<file path="src/dstos_pkg.sv">
/*
 * Constants and types shared by the stop / torque-off sequencer.
 * Assumes a 100 MHz mclk; all cycle counts derive from that period.
 */
package dstos_pkg;

  // ==========================================================
  // Clock and timing
  localparam int unsigned CLK_PERIOD_NS = 10;
  localparam int unsigned STOP_DELAY_MS = 100;
  localparam int unsigned STARTUP_US    = 1000;
  localparam int unsigned ACKFLT_US     = 10;

  localparam logic [31:0] DELAY_RST =
    32'(STOP_DELAY_MS * 1000000 / CLK_PERIOD_NS);
  localparam logic [31:0] STARTUP_CYC_DEF =
    32'(STARTUP_US * 1000 / CLK_PERIOD_NS);
  localparam logic [9:0]  ACKFLT_CYC =
    10'(ACKFLT_US * 1000 / CLK_PERIOD_NS);

  // ==========================================================
  // Register map (byte addresses)
  localparam logic [3:0] ADR_CTRL   = 4'h0;
  localparam logic [3:0] ADR_DELAY  = 4'h4;
  localparam logic [3:0] ADR_POSLIM = 4'h8;
  localparam logic [3:0] ADR_STATUS = 4'hc;

  // Control field positions and reset values
  localparam int unsigned CTRL_DRIVE_BIT  = 0;
  localparam int unsigned CTRL_RAMPMON_BIT = 1;
  localparam int unsigned CTRL_STILL_BIT  = 2;
  localparam logic [7:0]  CTRL_RST   = 8'h01;
  localparam logic [15:0] POSLIM_RST = 16'h0100;

  // Status field positions
  localparam int unsigned STAT_ST_LSB   = 0;
  localparam int unsigned STAT_TOFF_BIT = 2;
  localparam int unsigned STAT_RDY_BIT  = 3;
  localparam int unsigned STAT_FLT_BIT  = 4;
  localparam int unsigned STAT_STOP_BIT = 5;
  localparam int unsigned STAT_RSTI_BIT = 6;
  localparam int unsigned STAT_CAUSE_LSB = 8;

  // ==========================================================
  // States, Gray coded along boot -> run -> stop -> off
  typedef enum logic [1:0] {
    ST_BOOT = 2'b00,
    ST_RUN  = 2'b01,
    ST_STOP = 2'b11,
    ST_TOFF = 2'b10
  } dstos_state_t;

  // Reason the power stage was last switched off
  localparam logic [2:0] CAUSE_NONE     = 3'h0;
  localparam logic [2:0] CAUSE_BOTH_LOW = 3'h1;
  localparam logic [2:0] CAUSE_FATAL    = 3'h2;
  localparam logic [2:0] CAUSE_ZERO_DLY = 3'h3;
  localparam logic [2:0] CAUSE_EXPIRED  = 3'h4;
  localparam logic [2:0] CAUSE_NEW_ERR  = 3'h5;
  localparam logic [2:0] CAUSE_POS_ERR  = 3'h6;
  localparam logic [2:0] CAUSE_STILL    = 3'h7;

endpackage : dstos_pkg

</file>
<file path="src/dstos_seq.sv">
/*
 * Controlled-stop and torque-off sequencer of a servo drive safety card,
 * with a classic Wishbone register slave.
 * Assumes the two stop pins and the acknowledge readback come from
 * outside the mclk domain; error, limit, position error and standstill
 * inputs come from mclk-domain monitor logic.
 */
// The Wishbone interface to the registers and the register offsets were decided locally.
`timescale 1ns/100ps

module dstos_seq
  import dstos_pkg::*;
#(
  parameter logic [31:0] STARTUP_CYC = STARTUP_CYC_DEF
) (
  // Clock and reset
  input  wire logic        mclk,
  input  wire logic        srst,
  // Wishbone slave
  input  wire logic        wb_cyc_i,
  input  wire logic        wb_stb_i,
  input  wire logic        wb_we_i,
  input  wire logic [3:0]  wb_adr_i,
  input  wire logic [3:0]  wb_sel_i,
  input  wire logic [31:0] wb_dat_i,
  output logic      [31:0] wb_dat_o,
  output logic             wb_ack_o,
  // Safe input pins, active low
  input  wire logic        controlled_stop_request_n,
  input  wire logic        safe_reset_n,
  // Readback of the acknowledge pin
  input  wire logic        torque_off_ack_fb,
  // Monitor inputs from the drive logic
  input  wire logic        fatal_error,
  input  wire logic        internal_error,
  input  wire logic        major_error,
  input  wire logic        limit_exceeded,
  input  wire logic [15:0] position_error,
  input  wire logic        standstill,
  // Safety outputs
  output logic             torque_off_ack,
  output logic             ready,
  output logic             pulse_inhibit,
  output logic             brake_cmd,
  output logic             estop_ramp,
  output logic             limit_ok,
  output logic             others_inhibit
);

  // ==========================================================
  // State record
  typedef struct packed {
    dstos_state_t st;
    logic [31:0]  tmr;
    logic [31:0]  boot_cnt;
    logic [9:0]   flt_cnt;
    logic         ack_fault;
    logic         stop_prev;
    logic         rst_prev;
    logic [1:0]   err_prev;
    logic         estop_src;
    logic [2:0]   cause;
    logic [7:0]   ctrl;
    logic [31:0]  delay;
    logic [15:0]  poslim;
    logic         wb_ack;
    logic [31:0]  wb_dat;
    logic         toff;
    logic         ready;
    logic         pinh;
    logic         brake;
    logic         estop;
    logic         lim_ok;
    logic         others;
  } dstos_regs_t;

  dstos_regs_t r;
  dstos_regs_t n;

  logic [2:0] pins_s;
  logic       stop_s;
  logic       rst_s;
  logic       fb_s;

  logic       fall_stop;
  logic       fall_rst;
  logic       rise_rst;
  logic       both_low;
  logic       start;
  logic       new_err;
  logic       pos_bad;
  logic       still_hit;
  logic       clear_ok;
  logic       bus_req;
  logic       bus_wr;
  logic [31:0] status_w;

  // ==========================================================
  // Pin synchronisers
  // pins synchronised
  dstos_sync2 #(
    .WIDTH (3)
  ) u_sync (
    .mclk     (mclk),
    .srst     (srst),
    .async_in ({torque_off_ack_fb, safe_reset_n,
                controlled_stop_request_n}),
    .sync_out (pins_s)
  );

  assign stop_s = pins_s[0];
  assign rst_s  = pins_s[1];
  assign fb_s   = pins_s[2];

  // ==========================================================
  // Trigger conditions
  // falling and rising edge detect, both-pins-low level
  assign fall_stop = r.stop_prev & ~stop_s;
  assign fall_rst  = r.rst_prev & ~rst_s;
  assign rise_rst  = ~r.rst_prev & rst_s;
  assign both_low  = ~stop_s & ~rst_s;

  assign start = fall_stop | fall_rst | internal_error | limit_exceeded;

  assign new_err = |({internal_error, limit_exceeded} & ~r.err_prev);

  assign pos_bad = r.ctrl[CTRL_RAMPMON_BIT] & (position_error > r.poslim);

  assign still_hit = r.ctrl[CTRL_STILL_BIT] & standstill;

  assign clear_ok = rise_rst & stop_s & ~fatal_error & ~internal_error
                  & ~limit_exceeded;

  // ==========================================================
  // Bus decode helpers
  assign bus_req = wb_cyc_i & wb_stb_i;
  assign bus_wr  = bus_req & r.wb_ack & wb_we_i;

  always_comb begin
    status_w = '0;
    status_w[STAT_ST_LSB +: 2]    = r.st;
    status_w[STAT_TOFF_BIT]       = r.toff;
    status_w[STAT_RDY_BIT]        = r.ready;
    status_w[STAT_FLT_BIT]        = r.ack_fault;
    status_w[STAT_STOP_BIT]       = stop_s;
    status_w[STAT_RSTI_BIT]       = rst_s;
    status_w[STAT_CAUSE_LSB +: 3] = r.cause;
  end

  function automatic logic [31:0] lane_merge(
    input logic [31:0] old_v,
    input logic [31:0] new_v,
    input logic [3:0]  sel
  );
    logic [31:0] res;
    res = old_v;
    for (int i = 0; i < 4; i++) begin
      if (sel[i]) begin
        res[8*i +: 8] = new_v[8*i +: 8];
      end
    end
    return res;
  endfunction : lane_merge

  // ==========================================================
  // Next-state logic
  always_comb begin
    n           = r;
    n.stop_prev = stop_s;
    n.rst_prev  = rst_s;
    n.err_prev  = {internal_error, limit_exceeded};

    // Answer one cycle after the request; drop ack the cycle after
    n.wb_ack = bus_req & ~r.wb_ack;
    n.wb_dat = '0;
    if (n.wb_ack & ~wb_we_i) begin
      if (wb_adr_i == ADR_CTRL) begin
        n.wb_dat = {24'h0, r.ctrl};
      end else if (wb_adr_i == ADR_DELAY) begin
        n.wb_dat = r.delay;
      end else if (wb_adr_i == ADR_POSLIM) begin
        n.wb_dat = {16'h0, r.poslim};
      end else if (wb_adr_i == ADR_STATUS) begin
        n.wb_dat = status_w;
      end else begin
        n.wb_dat = '0;
      end
    end

    // Writes land on the edge where the master sees ack
    if (bus_wr) begin
      if (wb_adr_i == ADR_CTRL) begin
        n.ctrl = 8'(lane_merge({24'h0, r.ctrl}, wb_dat_i, wb_sel_i));
      end else if (wb_adr_i == ADR_DELAY) begin
        n.delay = lane_merge(r.delay, wb_dat_i, wb_sel_i);
      end else if (wb_adr_i == ADR_POSLIM) begin
        n.poslim = 16'(lane_merge({16'h0, r.poslim}, wb_dat_i,
                                  wb_sel_i));
      end
    end

    if (fb_s != r.toff) begin
      if (r.flt_cnt == ACKFLT_CYC - 10'h1) begin
        n.ack_fault = 1'b1;
      end else begin
        n.flt_cnt = r.flt_cnt + 10'h1;
      end
    end else begin
      n.flt_cnt = '0;
    end

    case (r.st)
      ST_BOOT: begin
        n.boot_cnt = r.boot_cnt + 32'h1;
        if (r.boot_cnt >= STARTUP_CYC - 32'h1) begin
          // Come up powered only if the controller already allows it
          if (stop_s & rst_s & ~fatal_error) begin
            n.st = ST_RUN;
          end else begin
            n.st    = ST_TOFF;
            n.cause = both_low ? CAUSE_BOTH_LOW : CAUSE_FATAL;
          end
        end
      end
      ST_RUN: begin
        if (both_low) begin
          n.st    = ST_TOFF;
          n.cause = CAUSE_BOTH_LOW;
        end else if (fatal_error) begin
          n.st    = ST_TOFF;
          n.cause = CAUSE_FATAL;
        end else if (start) begin
          n.estop_src = internal_error | limit_exceeded;
          if (r.delay == 32'h0) begin
            n.st    = ST_TOFF;
            n.cause = CAUSE_ZERO_DLY;
          end else begin
            n.st  = ST_STOP;
            n.tmr = r.delay;
          end
        end
      end
      ST_STOP: begin
        if (both_low) begin
          n.st    = ST_TOFF;
          n.cause = CAUSE_BOTH_LOW;
        end else if (fatal_error) begin
          n.st    = ST_TOFF;
          n.cause = CAUSE_FATAL;
        end else if (new_err) begin
          n.st    = ST_TOFF;
          n.cause = CAUSE_NEW_ERR;
        end else if (pos_bad) begin
          n.st    = ST_TOFF;
          n.cause = CAUSE_POS_ERR;
        end else if (still_hit) begin
          n.st    = ST_TOFF;
          n.cause = CAUSE_STILL;
        end else if (r.tmr <= 32'h1) begin
          n.st    = ST_TOFF;
          n.cause = CAUSE_EXPIRED;
          n.tmr   = '0;
        end else begin
          n.tmr = r.tmr - 32'h1;
        end
      end
      ST_TOFF: begin
        if (clear_ok) begin
          n.st        = ST_RUN;
          n.estop_src = 1'b0;
          n.tmr       = '0;
        end
      end
      default: begin
        n.st = ST_BOOT;
      end
    endcase

    // Outputs follow the next state so they change with it
    // acknowledge while off
    n.toff   = (n.st == ST_TOFF) | (n.st == ST_BOOT);
    n.pinh   = n.toff;
    n.brake  = (n.st == ST_STOP) & r.ctrl[CTRL_DRIVE_BIT];
    n.estop  = (n.st == ST_STOP) & n.estop_src;
    n.others = (n.st == ST_STOP);
    n.lim_ok = ~limit_exceeded;
    n.ready  = (n.st != ST_BOOT) & ~major_error & ~n.ack_fault;
  end

  // ==========================================================
  // State register
  always_ff @(posedge mclk) begin
    if (srst) begin
      r           <= '0;
      r.st        <= ST_BOOT;
      r.stop_prev <= 1'b1;
      r.rst_prev  <= 1'b1;
      r.ctrl      <= CTRL_RST;
      r.delay     <= DELAY_RST;
      r.poslim    <= POSLIM_RST;
      r.cause     <= CAUSE_NONE;
      // Power stage stays inhibited until start-up completes
      r.toff      <= 1'b1;
      r.pinh      <= 1'b1;
      r.lim_ok    <= 1'b0;
    end else begin
      r <= n;
    end
  end

  // ==========================================================
  // Outputs, all straight from flops
  assign wb_ack_o       = r.wb_ack;
  assign wb_dat_o       = r.wb_dat;
  assign torque_off_ack = r.toff;
  assign ready          = r.ready;
  assign pulse_inhibit  = r.pinh;
  assign brake_cmd      = r.brake;
  assign estop_ramp     = r.estop;
  assign limit_ok       = r.lim_ok;
  assign others_inhibit = r.others;

endmodule : dstos_seq

</file>
<file path="src/dstos_sync2.sv">
/*
 * Two-stage synchroniser for asynchronous pin levels.
 * Assumes inputs are quasi-static levels; no pulse shorter than
 * one mclk period is guaranteed to pass.
 */
`timescale 1ns/100ps

module dstos_sync2 #(
  parameter int unsigned WIDTH = 1
) (
  // Clock and reset
  input  wire logic             mclk,
  input  wire logic             srst,
  // Level in and synchronised level out
  input  wire logic [WIDTH-1:0] async_in,
  output logic      [WIDTH-1:0] sync_out
);

  typedef struct packed {
    logic [WIDTH-1:0] s1;
    logic [WIDTH-1:0] s2;
  } dstos_sync_t;

  dstos_sync_t r;
  dstos_sync_t n;

  // ==========================================================
  // Stage one feeds only stage two
  always_comb begin
    n    = r;
    n.s1 = async_in;
    n.s2 = r.s1;
  end

  // Inputs idle high, so reset to one avoids a false falling edge
  always_ff @(posedge mclk) begin
    if (srst) begin
      r <= '1;
    end else begin
      r <= n;
    end
  end

  assign sync_out = r.s2;

endmodule : dstos_sync2

</file>
<file path="config.mk">
export PLATFORM = sky130hd
export DESIGN_NAME = dstos_seq
export DESIGN_NICKNAME = d
export VERILOG_FILES = /design/src/dstos_pkg.sv /design/src/dstos_seq.sv /design/src/dstos_sync2.sv
export SDC_FILE = /design/constraint.sdc
export NUM_CORES = 1
export LEC_CHECK = 0
export ABC_AREA = 1
export BUFFER_PORTS_ARGS = -buffer_cell sky130_fd_sc_hd__buf_4
export CORE_ASPECT_RATIO = 0.7
export CORE_MARGIN = 3
export CORE_UTILIZATION = 35
export CTS_CLUSTER_SIZE = 30
export DETAILED_ROUTE_END_ITERATION = 7
export PLACE_DENSITY_LB_ADDON = 0.12
export SLEW_MARGIN = 10
export SYNTH_ARGS = -nofsm -noshare
export SYNTH_HDL_FRONTEND = slang
export SYNTH_HIERARCHICAL = 1
export SYNTH_SLANG_ARGS = --single-unit
export TNS_END_PERCENT = 100
</file>
<file path="constraint.sdc">
create_clock -name mclk -period 2.1 [get_ports mclk]
set_input_delay 0.105 -clock mclk [delete_from_list [all_inputs] [get_ports mclk]]
set_output_delay 0.105 -clock mclk [all_outputs]
set_load 0.05 [all_outputs]
</file>
### Word-level counts from Yosys, hierarchy flattened

Index checks and enable logic that the tools add are counted.

* output and inout bits: 40
* register bits after elaboration: 186
* word-level logic and storage cells: 169

* magnitude comparators: 3
* add/sub/neg operators: 3
* reduce and logical (&&, ||, !) cells: 20
* mux-type cells: 48
* eq/ne operators: 25
* bitwise gates (word level): 42

Operators with widths (count)
* $mux 32: 10
* $pmux 32 s3: 1
* $mux 34: 2
* $mux 3: 11
* $add 32x1->32 const B: 1
* $ge 32x17->1 const B: 1
* $le 32x1->1 const B: 1
* $logic_not 32->1: 1
* $sub 32x1->32 const B: 1
* $ne 2x2->1 const B: 12
* $mux 2: 11
* $and 1x1->1: 21
* $gt 16x16->1: 1
* $mux 16: 1
* $reduce_and 4->1: 4
* $not 1->1: 14
* $mux 11: 1
* $reduce_and 11->1: 1
* $add 10x1->10 const B: 1
* $eq 10x10->1 const B: 1
* $reduce_and 5->1: 2
* $pmux 3 s3: 1
* $eq 2x2->1 const B: 4
* $eq 4x4->1 const B: 2
* 21 further kinds: 35

### Longest topological paths before layout

Gate-level depths: netlist of run 1.

* depth after elaboration: 12
* depth in mapped cells: 19
* mapped depth without buffers: 19

### By module

Netlist of run 1, hierarchy kept.

By module, submodules not included
* dstos_seq: instances 1, sequential area each 3603.5 µm², cells each 1325, area an instance 9347.7 µm²
* dstos_sync2: instances 1, sequential area each 120.1 µm², cells each 19, area an instance 168.9 µm²

### Worst setup path before layout of run 1

Ideal clock, no wire load.

* path type: register -> register
* start point: register r[55] in the netlist's numbering
* end point: register r[175] in the netlist's numbering
* required time: 1987 ps
* cell stages (with the launch flop): 14
* data arrival time: 1783 ps
* setup slack: 204 ps
* buffers on the path: 1
* setup time: 113 ps
* clock period less this slack: 1896 ps
* path through: dfxtp_1 inv_1 ha_1 nand2_1 nor2_1 nand2_1 o21a_1 nand2_2 nand2_1 nand2_2 nand4_4 buf_4 nor2_1 nor2_1

* longest elaborated chain between the ends: 4

RTL lines
* from (decl): RTL line dstos_seq.sv:77 `dstos_regs_t r;`
* from (signal assigned): RTL line dstos_seq.sv:307 `r <= n;`
* $gt 16x16->1: RTL line dstos_seq.sv:127 `assign pos_bad = r.ctrl[CTRL_RAMPMON_BIT] & (position_error > r.poslim);`
* $and 1x1->1: RTL line dstos_seq.sv:127
* $ne 2x2->1 (no line)
* $reduce_and 11->1 (no line)

No other way between the ends.
A chain may end at the register's enable or synchronous reset.

### Worst setup path in the final report of run 1

* start point: register r[44] in the netlist's numbering
* end point: register r[150] in the netlist's numbering

The elaborated chain is that of the path after synthesis.

==> summary.md, run 1 <==
| Metric | Value |
|---|---|
| Violated checks | negative setup slack |
| Post-synthesis cell type with the largest combined area | sky130_fd_sc_hd__dfxtp_1 |
| Number of antenna violations at the first check in global routing | 0 |
| Post-synth top flop | sky130_fd_sc_hd__dfxtp_1 |
| Layout cells sized above 1 | 23.4% |
| YS warnings | 6 |
| Part of the total power dissipated in sequential elements | 30.8% |
| Leakage | around 5.5 nW |
| Number of nets in the synthesized netlist | 1438 |
| Classification of the worst setup path | register to register |
| Synthesized area divided by synthesized cell count | 7.08 sq um |
| Status | finished, violations left |
| Max-slew violations | 0 |
| Number of hold violations in the final report | 0 |
| Headroom to the max-slew limit | 63.1% |
| Worst Hold Class | input port to register |
| Effective utilization at floorplan | 36.4% |
| Startpoint of the worst-slack reg-to-reg timing path | r[44]$_SDFFE_PP0P_ |
| Actual slew at the worst max-slew pin | about 0.55 ns |
| Drt via density | 4.69 |
| CTS buffer count | 17 |
| GRT met1 Usage | 29.4% |
| Critical path arrival | between 2 and 3 ns |
| Clk buf depth | 2 |
| Share of the synthesized area in the top cell type | approximately 40% |
| Ys async rst share | 0% |
| Power density cells | 1120 mW/mm^2 |
| Setup slack after layout | -0.0533 ns |
| Antenna cells | 0 |
| Portion of total power attributed to the clock network | a little under a quarter |
| Via count of the first global-routing pass | about 8000 |
| Buffers and inverters on the worst path | 3 |
| Number of maximum-capacitance violations | 0 |
| Clock latency on the worst-skew pair | ~0.45 ns |
| Critical path, cell by cell | inv_1, ha_4, nand2_4, nor2_4, nand4_1, o21a_1, nand2_2, nand2_2, nand2_2, nand4_4, buf_12, clkbuf_16, nand2_2, nand2_1, nor2_1 |
| Cells taking the most area after synthesis | sky130_fd_sc_hd__dfxtp_1, sky130_fd_sc_hd__nand2_1, sky130_fd_sc_hd__nor2_1 |
| Count of vias placed by the detailed router | about 8800 |
| Post-synth cell types | 48 |
| Crit path largest cell delay | 0.33 ns |
| Final setup violation count | 33 |
| Global route total overflow | 0 |
| Total placed cells including tap cells | 1803 |
| Final cell count without fillers | approximately 1900 |
| Worst setup EP type | register |
| Worst hold path endpoint | r[84]$_SDFFE_PP0P_ |
| Number of stages on the worst hold path | 3 |
| Worst ir drop on vdd | 674 uV |
| Overall fraction of global-route tracks in use | 18.8% |
| I/O pin cnt | 109 |
| Required time worst endpoint | 2.48 ns |
| Number of detailed-routing iterations run before antenna repair | 5 |
| Sinks on the clock net | 186 |
| Die extent in y | 144 um |
| DP Worst Slack | -0.0272 ns |
| Number of levels in the clock H-tree | 4 |
| Most prevalent standard cell on the critical path | sky130_fd_sc_hd__nand2_2 |
| Clock-pin slew on the worst setup and hold paths | 0.08 ns |
| Switching part of the total power | 41.9% |
| Aggregate routed wire length | 28.6 mm |
| Placed Instance Area | 0.0109 sq mm |
| Endpoint of the most critical register-to-register path | r[150]$_SDFFE_PP0P_ |
| Slowest stage cell on the critical path | sky130_fd_sc_hd__dfxtp_2 |
| Proportion of synthesized chip area in sequential cells | 39.1% |
| Die area | 0.0292 sq mm |
| Internal power component | just over 8 mW |
| Max Fanout on Critical Path | 15 |
| Wire length of the first global-routing pass | 43.8 mm |
| Worst hold margin | 0.0271 ns |
| Reg-to-reg setup timing slack | -0.05 ns |
| Kind of start point of the critical path | register |
| Detailed-route DRC error count | 0 |
| Total half-perimeter wirelength after legalization and detailed placement | 20.7 mm |
| Global-route track usage on met3 | 3.24% |
| Hold Crit Start | wb_dat_i[28] |
| Most Used Layer, Global Route | met1 |
| Wirelength per Cell | 15.2 um |
| Largest net degree at the start of global routing | 81 |
| R2R cell count | 15 |
| Fin Setup TNS | -0.890 ns |
| TritonCTS clock tree | built |
| Top Family by Delay on Critical Path | simple AND/OR/NAND/NOR gates |
| Number of synthesized flops with an enable pin | 0 |
| Initial DRC Count | 587 |
| Part of the cycle the worst path needs | 103% |
| # port buffers | 108 |
| Horizontal die dimension | 203 um |
| Post-route cell area | 0.0124 sq mm |
| Final critical delay including setup and external delays | 2.15 ns |
| Max Clock Skew | 0.0135 ns |
| FP Rows | just under 50 |
| Detail Route Antenna Nets | 0 |
| Switching power summed over all nets | a little under 6 mW |
| CTS Root Cell | sky130_fd_sc_hd__clkbuf_16 |
| Synthesized netlist cell count | roughly 1300 |
| GR Layer Usage met2 | 26.7% |
| Post-synthesis register bit count | 186 |
| Post-Synthesis Cell Area | 0.00952 sq mm |
| Logic pwr share | 45.4% |
| Layout overhead on the synthesized area | 30.3% |
| Fmax | 464 MHz |
| Core Region | about 0.026 sq mm |
| Unrepaired setup endpoints after global routing | yes |
| Final RePlAce weighted congestion | 0.843 |
| Final net count | about 1600 |
[Yosys cell counts, types with 9 or more instances]
master and count:
sky130_fd_sc_hd__dfxtp_1 186, sky130_fd_sc_hd__nand3_1 36, sky130_fd_sc_hd__o21ai_0 81, sky130_fd_sc_hd__inv_1 190, sky130_fd_sc_hd__ha_1 25, sky130_fd_sc_hd__nor2_1 204
sky130_fd_sc_hd__nand4_1 10, sky130_fd_sc_hd__nand2_2 9, sky130_fd_sc_hd__nor3_1 33, sky130_fd_sc_hd__buf_2 10, sky130_fd_sc_hd__nor2_2 16, sky130_fd_sc_hd__buf_4 39
sky130_fd_sc_hd__o211ai_1 12, sky130_fd_sc_hd__nand2_1 240, sky130_fd_sc_hd__xor2_1 29, sky130_fd_sc_hd__o22ai_1 33, sky130_fd_sc_hd__clkbuf_1 18, sky130_fd_sc_hd__a21oi_1 90
[worst max path at each step]
stage                             from  cells past startpoint                   to  slack [ns]
finish              r[44]$_SDFFE_PP0P_                     15  r[150]$_SDFFE_PP0P_       -0.05
floorplan           r[55]$_SDFFE_PP0P_                     13  r[175]$_SDFFE_PP0P_        0.20
global route        r[45]$_SDFFE_PP0P_                     17  r[176]$_SDFFE_PP0P_       -0.17
CTS                 r[45]$_SDFFE_PP0P_                     16  r[152]$_SDFFE_PP0P_      -0.008
detailed placement  r[47]$_SDFFE_PP0P_                     13  r[147]$_SDFFE_PP0P_       -0.03
global placement    r[47]$_SDFFE_PP0P_                     13  r[177]$_SDFFE_PP0P_       -0.01
[power groups by stage]
stage / clock, mW / combinational [mW] / sequential [mW]
6_report: 3.31 / 6.32 / 4.29
2_1_floorplan: 0 / 3.76 / 4.35
5_1_grt: 3.54 / 6.94 / 4.34
4_1_cts: 3.41 / 5.23 / 4.28
3_5_place_dp: 0 / 5.14 / 4.35
3_3_place_gp: 0 / 5.09 / 4.36
[layout make-up]
cell class                 count  area (sq um)
multi-input combinational    889          4940
clock buffer                  17           425
timing repair buffer         223          1930
clock inverter                15           181
inverter                     198           743
sequential                   186          3730
fill                        2682         13800
tap                          357           447
[routing by layer]
| metal | wire (um) | up-vias | share of wire (%) |
|---|---|---|---|
| li1 | - | 4636 | - |
| met1 | 15400 | 3989 | 54 |
| met2 | 11600 | 194 | 40 |
| met3 | 1370 | 20 | 4.8 |
| met4 | 249 | 0 | 0.87 |
| met5 | 0 | - | 0 |
[flip-flops by register name, summed over array words and instances, names as in the netlist]
| signal | count |
|---|---|
| ready | 1 |
| pulse_inhibit | 1 |
| others_inhibit | 1 |
| u_sync/sync_out | 3 |
| estop_ramp | 1 |
| wb_ack_o | 1 |
| brake_cmd | 1 |
| wb_dat_o | 32 |
| limit_ok | 1 |
| r | 141 |
| u_sync/n | 3 |
[worst min-delay path: stages]
cell and delay (ns):
sky130_fd_sc_hd__buf_4 0.08, sky130_fd_sc_hd__o21ai_0 0.11, sky130_fd_sc_hd__a21oi_1 0.14
[repair_timing]
action | 4_1_cts | 5_1_grt
endpoints found under the hold margin | 63 | 0
buffers inserted | 0 | 3
resized for setup | 5 | 94
endpoints found under the setup margin | 34 | 66
gates cloned | 0 | 6
hold buffers | 41 | 0
pin swaps | 0 | 28
[metrics by stage]
step                util, %  power (mW)
finish                 47.4        13.9
global route           47.4        14.8
CTS                    45.5        12.9
detailed placement     41.5        9.50
global placement       41.5        9.45
floorplan                 -        8.11
[cell usage in the layout, fill, tap and decap left out, types with 4 or more instances in the layout]
cell type / n
sky130_fd_sc_hd__inv_2: 13
sky130_fd_sc_hd__buf_4: 171
sky130_fd_sc_hd__clkbuf_16: 22
sky130_fd_sc_hd__o22ai_1: 33
sky130_fd_sc_hd__nor2_1: 179
sky130_fd_sc_hd__ha_4: 8
sky130_fd_sc_hd__nand2_2: 33
sky130_fd_sc_hd__dlygate4sd3_1: 41
sky130_fd_sc_hd__nor3_1: 33
sky130_fd_sc_hd__dfxtp_2: 8
sky130_fd_sc_hd__buf_12: 5
sky130_fd_sc_hd__nand3_2: 5
sky130_fd_sc_hd__nand4_1: 10
sky130_fd_sc_hd__nor2_2: 39
sky130_fd_sc_hd__nand3_1: 35
sky130_fd_sc_hd__nand2_4: 10
sky130_fd_sc_hd__nand2_1: 206
sky130_fd_sc_hd__a221oi_1: 4
sky130_fd_sc_hd__nor2_4: 8
sky130_fd_sc_hd__o21ai_0: 80
sky130_fd_sc_hd__a21oi_1: 87
sky130_fd_sc_hd__inv_1: 184
sky130_fd_sc_hd__a211oi_1: 6
sky130_fd_sc_hd__o211ai_1: 12
sky130_fd_sc_hd__xnor2_1: 8
sky130_fd_sc_hd__dfxtp_1: 178
sky130_fd_sc_hd__xor2_1: 29
sky130_fd_sc_hd__clkinv_8: 6
sky130_fd_sc_hd__ha_1: 17
sky130_fd_sc_hd__nor4_1: 8
sky130_fd_sc_hd__o21a_1: 5
[cells by family (layout without fill, tap and decap cells)]
kind of cell	after synthesis	after routing	synth area share, %
DFF	186	186	39.1
xor gates and xnor gates	37	37	3.41
buffers and inverters	269	453	12.5
and+or+nand+nor	580	580	26.9
AOI/OAI and AO/OA	247	247	14.7
adders and majority gates	25	25	3.29
Note: power is estimated with default switching activity, not from simulation.
==> run 2: changes to the inputs <==
Settings changed: CORE_MARGIN 3 to 2, SKIP_CTS_REPAIR_TIMING from default to 1.
==> run 2 against run 1 <==
The run ends with negative hold slack, negative setup slack left. Critical path type unchanged. First-iteration DRC count fell by 9.4%. Sequential share of layout area barely moved. Critical endpoint is now r[175]$_SDFFE_PP0P_. Critical path depth did not move. Largest cell class unchanged. Via count rose by 0.62%. Sequential power barely moved. Largest power group unchanged. Clock skew rose by 0.00053 ns. Cell area rose by 0.42%.
==> summary.md, run 2 (synthesized netlist as in run 1, its figures left out) <==
| Metric | Value |
|---|---|
| Global-route track usage on met3 | 4.08% (+0.84 points) |
| Violated checks | negative hold slack, negative setup slack |
| Antenna cells | 0 (unchanged) |
| Effective utilization at floorplan | 35.6% (-0.73 points) |
| Status | finished, violations left |
| Total half-perimeter wirelength after legalization and detailed placement | 20.8 mm (+0.58%) |
| Wirelength per Cell | 14.8 um (-2.1%) |
| Actual slew at the worst max-slew pin | 0.587 ns (+0.0344 ns) |
| Leakage | 5.58 nW (+0.87%) |
| R2R cell count | 15 (unchanged) |
| Overall fraction of global-route tracks in use | 19.4% (+0.60 points) |
| # port buffers | 108 (unchanged) |
| Kind of start point of the critical path | register |
| Required time worst endpoint | 2.43 ns (-0.05 ns) |
| Aggregate routed wire length | 28.2 mm (-1.5%) |
| Layout overhead on the synthesized area | 30.8% |
| Count of vias placed by the detailed router | 8894 (+0.62%) |
| Final RePlAce weighted congestion | 0.867 (+2.8%) |
| GRT met1 Usage | 30.6% (+1.1 points) |
| Detailed-route DRC error count | 0 (unchanged) |
| Leading cell type in the layout, fill and taps excluded | sky130_fd_sc_hd__nand2_1 |
| Wire length of the first global-routing pass | 43.6 mm (-0.42%) |
| Part of the cycle the worst path needs | 102% (-0.11 points) |
| Worst ir drop on vdd | 673 uV (about the same) |
| Horizontal die dimension | 201 um (-0.98%) |
| GR Layer Usage met2 | 26.6% (-0.19 points) |
| CTS buffer count | 17 (unchanged) |
| Number of detailed-routing iterations run before antenna repair | 5 (unchanged) |
| Classification of the worst setup path | register to register |
| Max Fanout on Critical Path | 7 (-8) |
| Worst hold margin | -0.0248 ns (-0.0519 ns) |
| Core Region | 0.0267 sq mm (+2.0%) |
| CTS Root Cell | sky130_fd_sc_hd__clkbuf_16 |
| Clk buf depth | 2 (unchanged) |
| Fmax | 465 MHz (+0.11%) |
| FP Rows | 50 (+2.0%) |
| # fillers | 2740 (+2.2%) |
| Placed Instance Area | 0.0109 sq mm (+0.29%) |
| Post-route cell area | 0.0125 sq mm (+0.42%) |
| Critical path arrival | 2.48 ns (-0.05 ns) |
| Layout cells sized above 1 | 23.9% (+0.51 points) |
| Drt via density | 4.69 (about the same) |
| Initial DRC Count | 532 (-9.4%) |
| Headroom to the max-slew limit | 60.8% (-2.3 points) |
| Die area | 0.0285 sq mm (-2.4%) |
| TritonCTS clock tree | built |
| Reg-to-reg setup timing slack | -0.05 ns (about the same) |
| Number of antenna violations at the first check in global routing | 0 (unchanged) |
| Startpoint of the worst-slack reg-to-reg timing path | r[47]$_SDFFE_PP0P_ |
| Unrepaired setup endpoints after global routing | yes |
| Number of levels in the clock H-tree | 4 (unchanged) |
| Most Used Layer, Global Route | met1 |
| Number of hold violations in the final report | 1 (+1) |
| Hold Crit Start | wb_dat_i[29] |
| Critical path, cell by cell | inv_2, ha_4, a21o_1, nor2_1, nand2_1, nand2_1, nand2_1, nand2_2, nand2_2, nand2_2, nand4_4, buf_12, clkbuf_16, nor2_1, nor2_1 |
| Largest net degree at the start of global routing | 34 (-58%) |
| Final core occ | 46.6% (-0.75 points) |
| Final cell count without fillers | 1897 (+0.64%) |
| Worst Hold Class | input port to register |
| Number of flip-flops in the largest register | 141 (unchanged) |
| Power density cells | 1100 mW/mm^2 (-2.1%) |
| Via count of the first global-routing pass | 7928 (-2.4%) |
| Max-slew violations | 0 (unchanged) |
| Detail Route Antenna Nets | 0 (unchanged) |
| Setup slack after layout | -0.0509 ns (+0.00241 ns) |
| Worst hold path endpoint | r[85]$_SDFFE_PP0P_ |
| Final critical delay including setup and external delays | 2.15 ns (-0.00241 ns) |
| Die extent in y | 142 um (-1.4%) |
| Endpoint of the most critical register-to-register path | r[175]$_SDFFE_PP0P_ |
| Number of stages on the worst hold path | 3 (unchanged) |
| Global route total overflow | 0 (unchanged) |
| Number of maximum-capacitance violations | 0 (unchanged) |
| Fin Setup TNS | -0.541 ns (+0.349 ns) |
| Max Clock Skew | 0.0140 ns (+0.000530 ns) |
| I/O pin cnt | 109 (unchanged) |
| Register containing the most flip-flops in the final layout | r |
| Clock-pin slew on the worst setup and hold paths | 0.08 ns (about the same) |
| Top library cells by usage in the layout, fill and taps aside | sky130_fd_sc_hd__nand2_1, sky130_fd_sc_hd__nor2_1, sky130_fd_sc_hd__buf_4 |
| Sinks on the clock net | 186 (unchanged) |
| Slowest stage cell on the critical path | sky130_fd_sc_hd__dfxtp_2 |
| Clock latency on the worst-skew pair | 0.45 ns (about the same) |
| Final net count | 1614 (+0.31%) |
| Final setup violation count | 20 (-39%) |
| Crit path largest cell delay | 0.34 ns (about the same) |
| Total placed cells including tap cells | 1813 (+0.55%) |
| Worst setup EP type | register |
==> run 2: cell types whose count changed in the layout (fill, tap and decap cells not counted), moves of 5 or more <==
| cell | before | now |
|---|---|---|
| sky130_fd_sc_hd__nand2_2 | 33 | 26 |
| sky130_fd_sc_hd__dfxtp_2 | 8 | 16 |
| sky130_fd_sc_hd__nor2_2 | 39 | 28 |
| sky130_fd_sc_hd__nand2_1 | 206 | 219 |
| sky130_fd_sc_hd__ha_1 | 17 | 11 |
| sky130_fd_sc_hd__dfxtp_1 | 178 | 170 |
| sky130_fd_sc_hd__inv_1 | 184 | 175 |
| sky130_fd_sc_hd__nor2_1 | 179 | 186 |
| sky130_fd_sc_hd__nand2_4 | 10 | 4 |
| sky130_fd_sc_hd__buf_4 | 171 | 176 |
| sky130_fd_sc_hd__ha_4 | 8 | 13 |
| sky130_fd_sc_hd__inv_2 | 13 | 22 |
==> run 2: per-layer routing <==
layer / part of all wire, % / up-vias / wire (um)
li1: - / 4646 / -
met1: 54 / 4057 / 15300
met2: 40 / 179 / 11300
met3: 4.9 / 12 / 1370
met4: 0.67 / 0 / 189
met5: 0 / - / 0
==> run 2: final cells by class <==
class / instances / area [sq um] / share of cell area (%)
Clock buffer: 17 / 425 / 3.42
Clock inverter: 15 / 163 / 1.31
Inverter: 198 / 743 / 5.97
Multi-Input combinational cell: 889 / 4950 / 39.7
Sequential cell: 186 / 3740 / 30.1
Tap cell: 364 / 455 / 3.66
Timing Repair Buffer: 228 / 1970 / 15.9
==> run 2: how the worst max path moves through the flow <==
stage,start,end,cells after the start
global placement,r[47]$_SDFFE_PP0P_,r[173]$_SDFFE_PP0P_,13
detailed placement,r[55]$_SDFFE_PP0P_,r[178]$_SDFFE_PP0P_,13
floorplan,r[55]$_SDFFE_PP0P_,r[175]$_SDFFE_PP0P_,13
finish,r[47]$_SDFFE_PP0P_,r[175]$_SDFFE_PP0P_,15
global route,r[47]$_SDFFE_PP0P_,r[166]$_SDFFE_PP0P_,15
CTS,r[55]$_SDFFE_PP0P_,r[178]$_SDFFE_PP0P_,13
==> run 2: where the power goes <==
group | switching (mW) | internal, mW
clock network | 1.61 | 1.69
registers | 0.395 | 3.91
logic | 3.58 | 2.49
==> run 2: critical path: cells and delay by family, from the launching register on <==
family	cells	cell delay, ns
DFF	1	0.34
buffers and inverters	3	0.40
adders and majority gates	1	0.25
AOI/OAI and AO/OA	1	0.15
and+or+nand+nor	10	0.91
==> run 2: metrics by stage <==
| stage | total power, mW | worst slack, ns |
|---|---|---|
| finish | 13.7 | -0.0509 |
| global route | 14.6 | -0.175 |
| CTS | 12.8 | -0.0799 |
| detailed placement | 9.48 | -0.0482 |
| global placement | 9.45 | -0.0312 |
| floorplan | 8.11 | 0.204 |
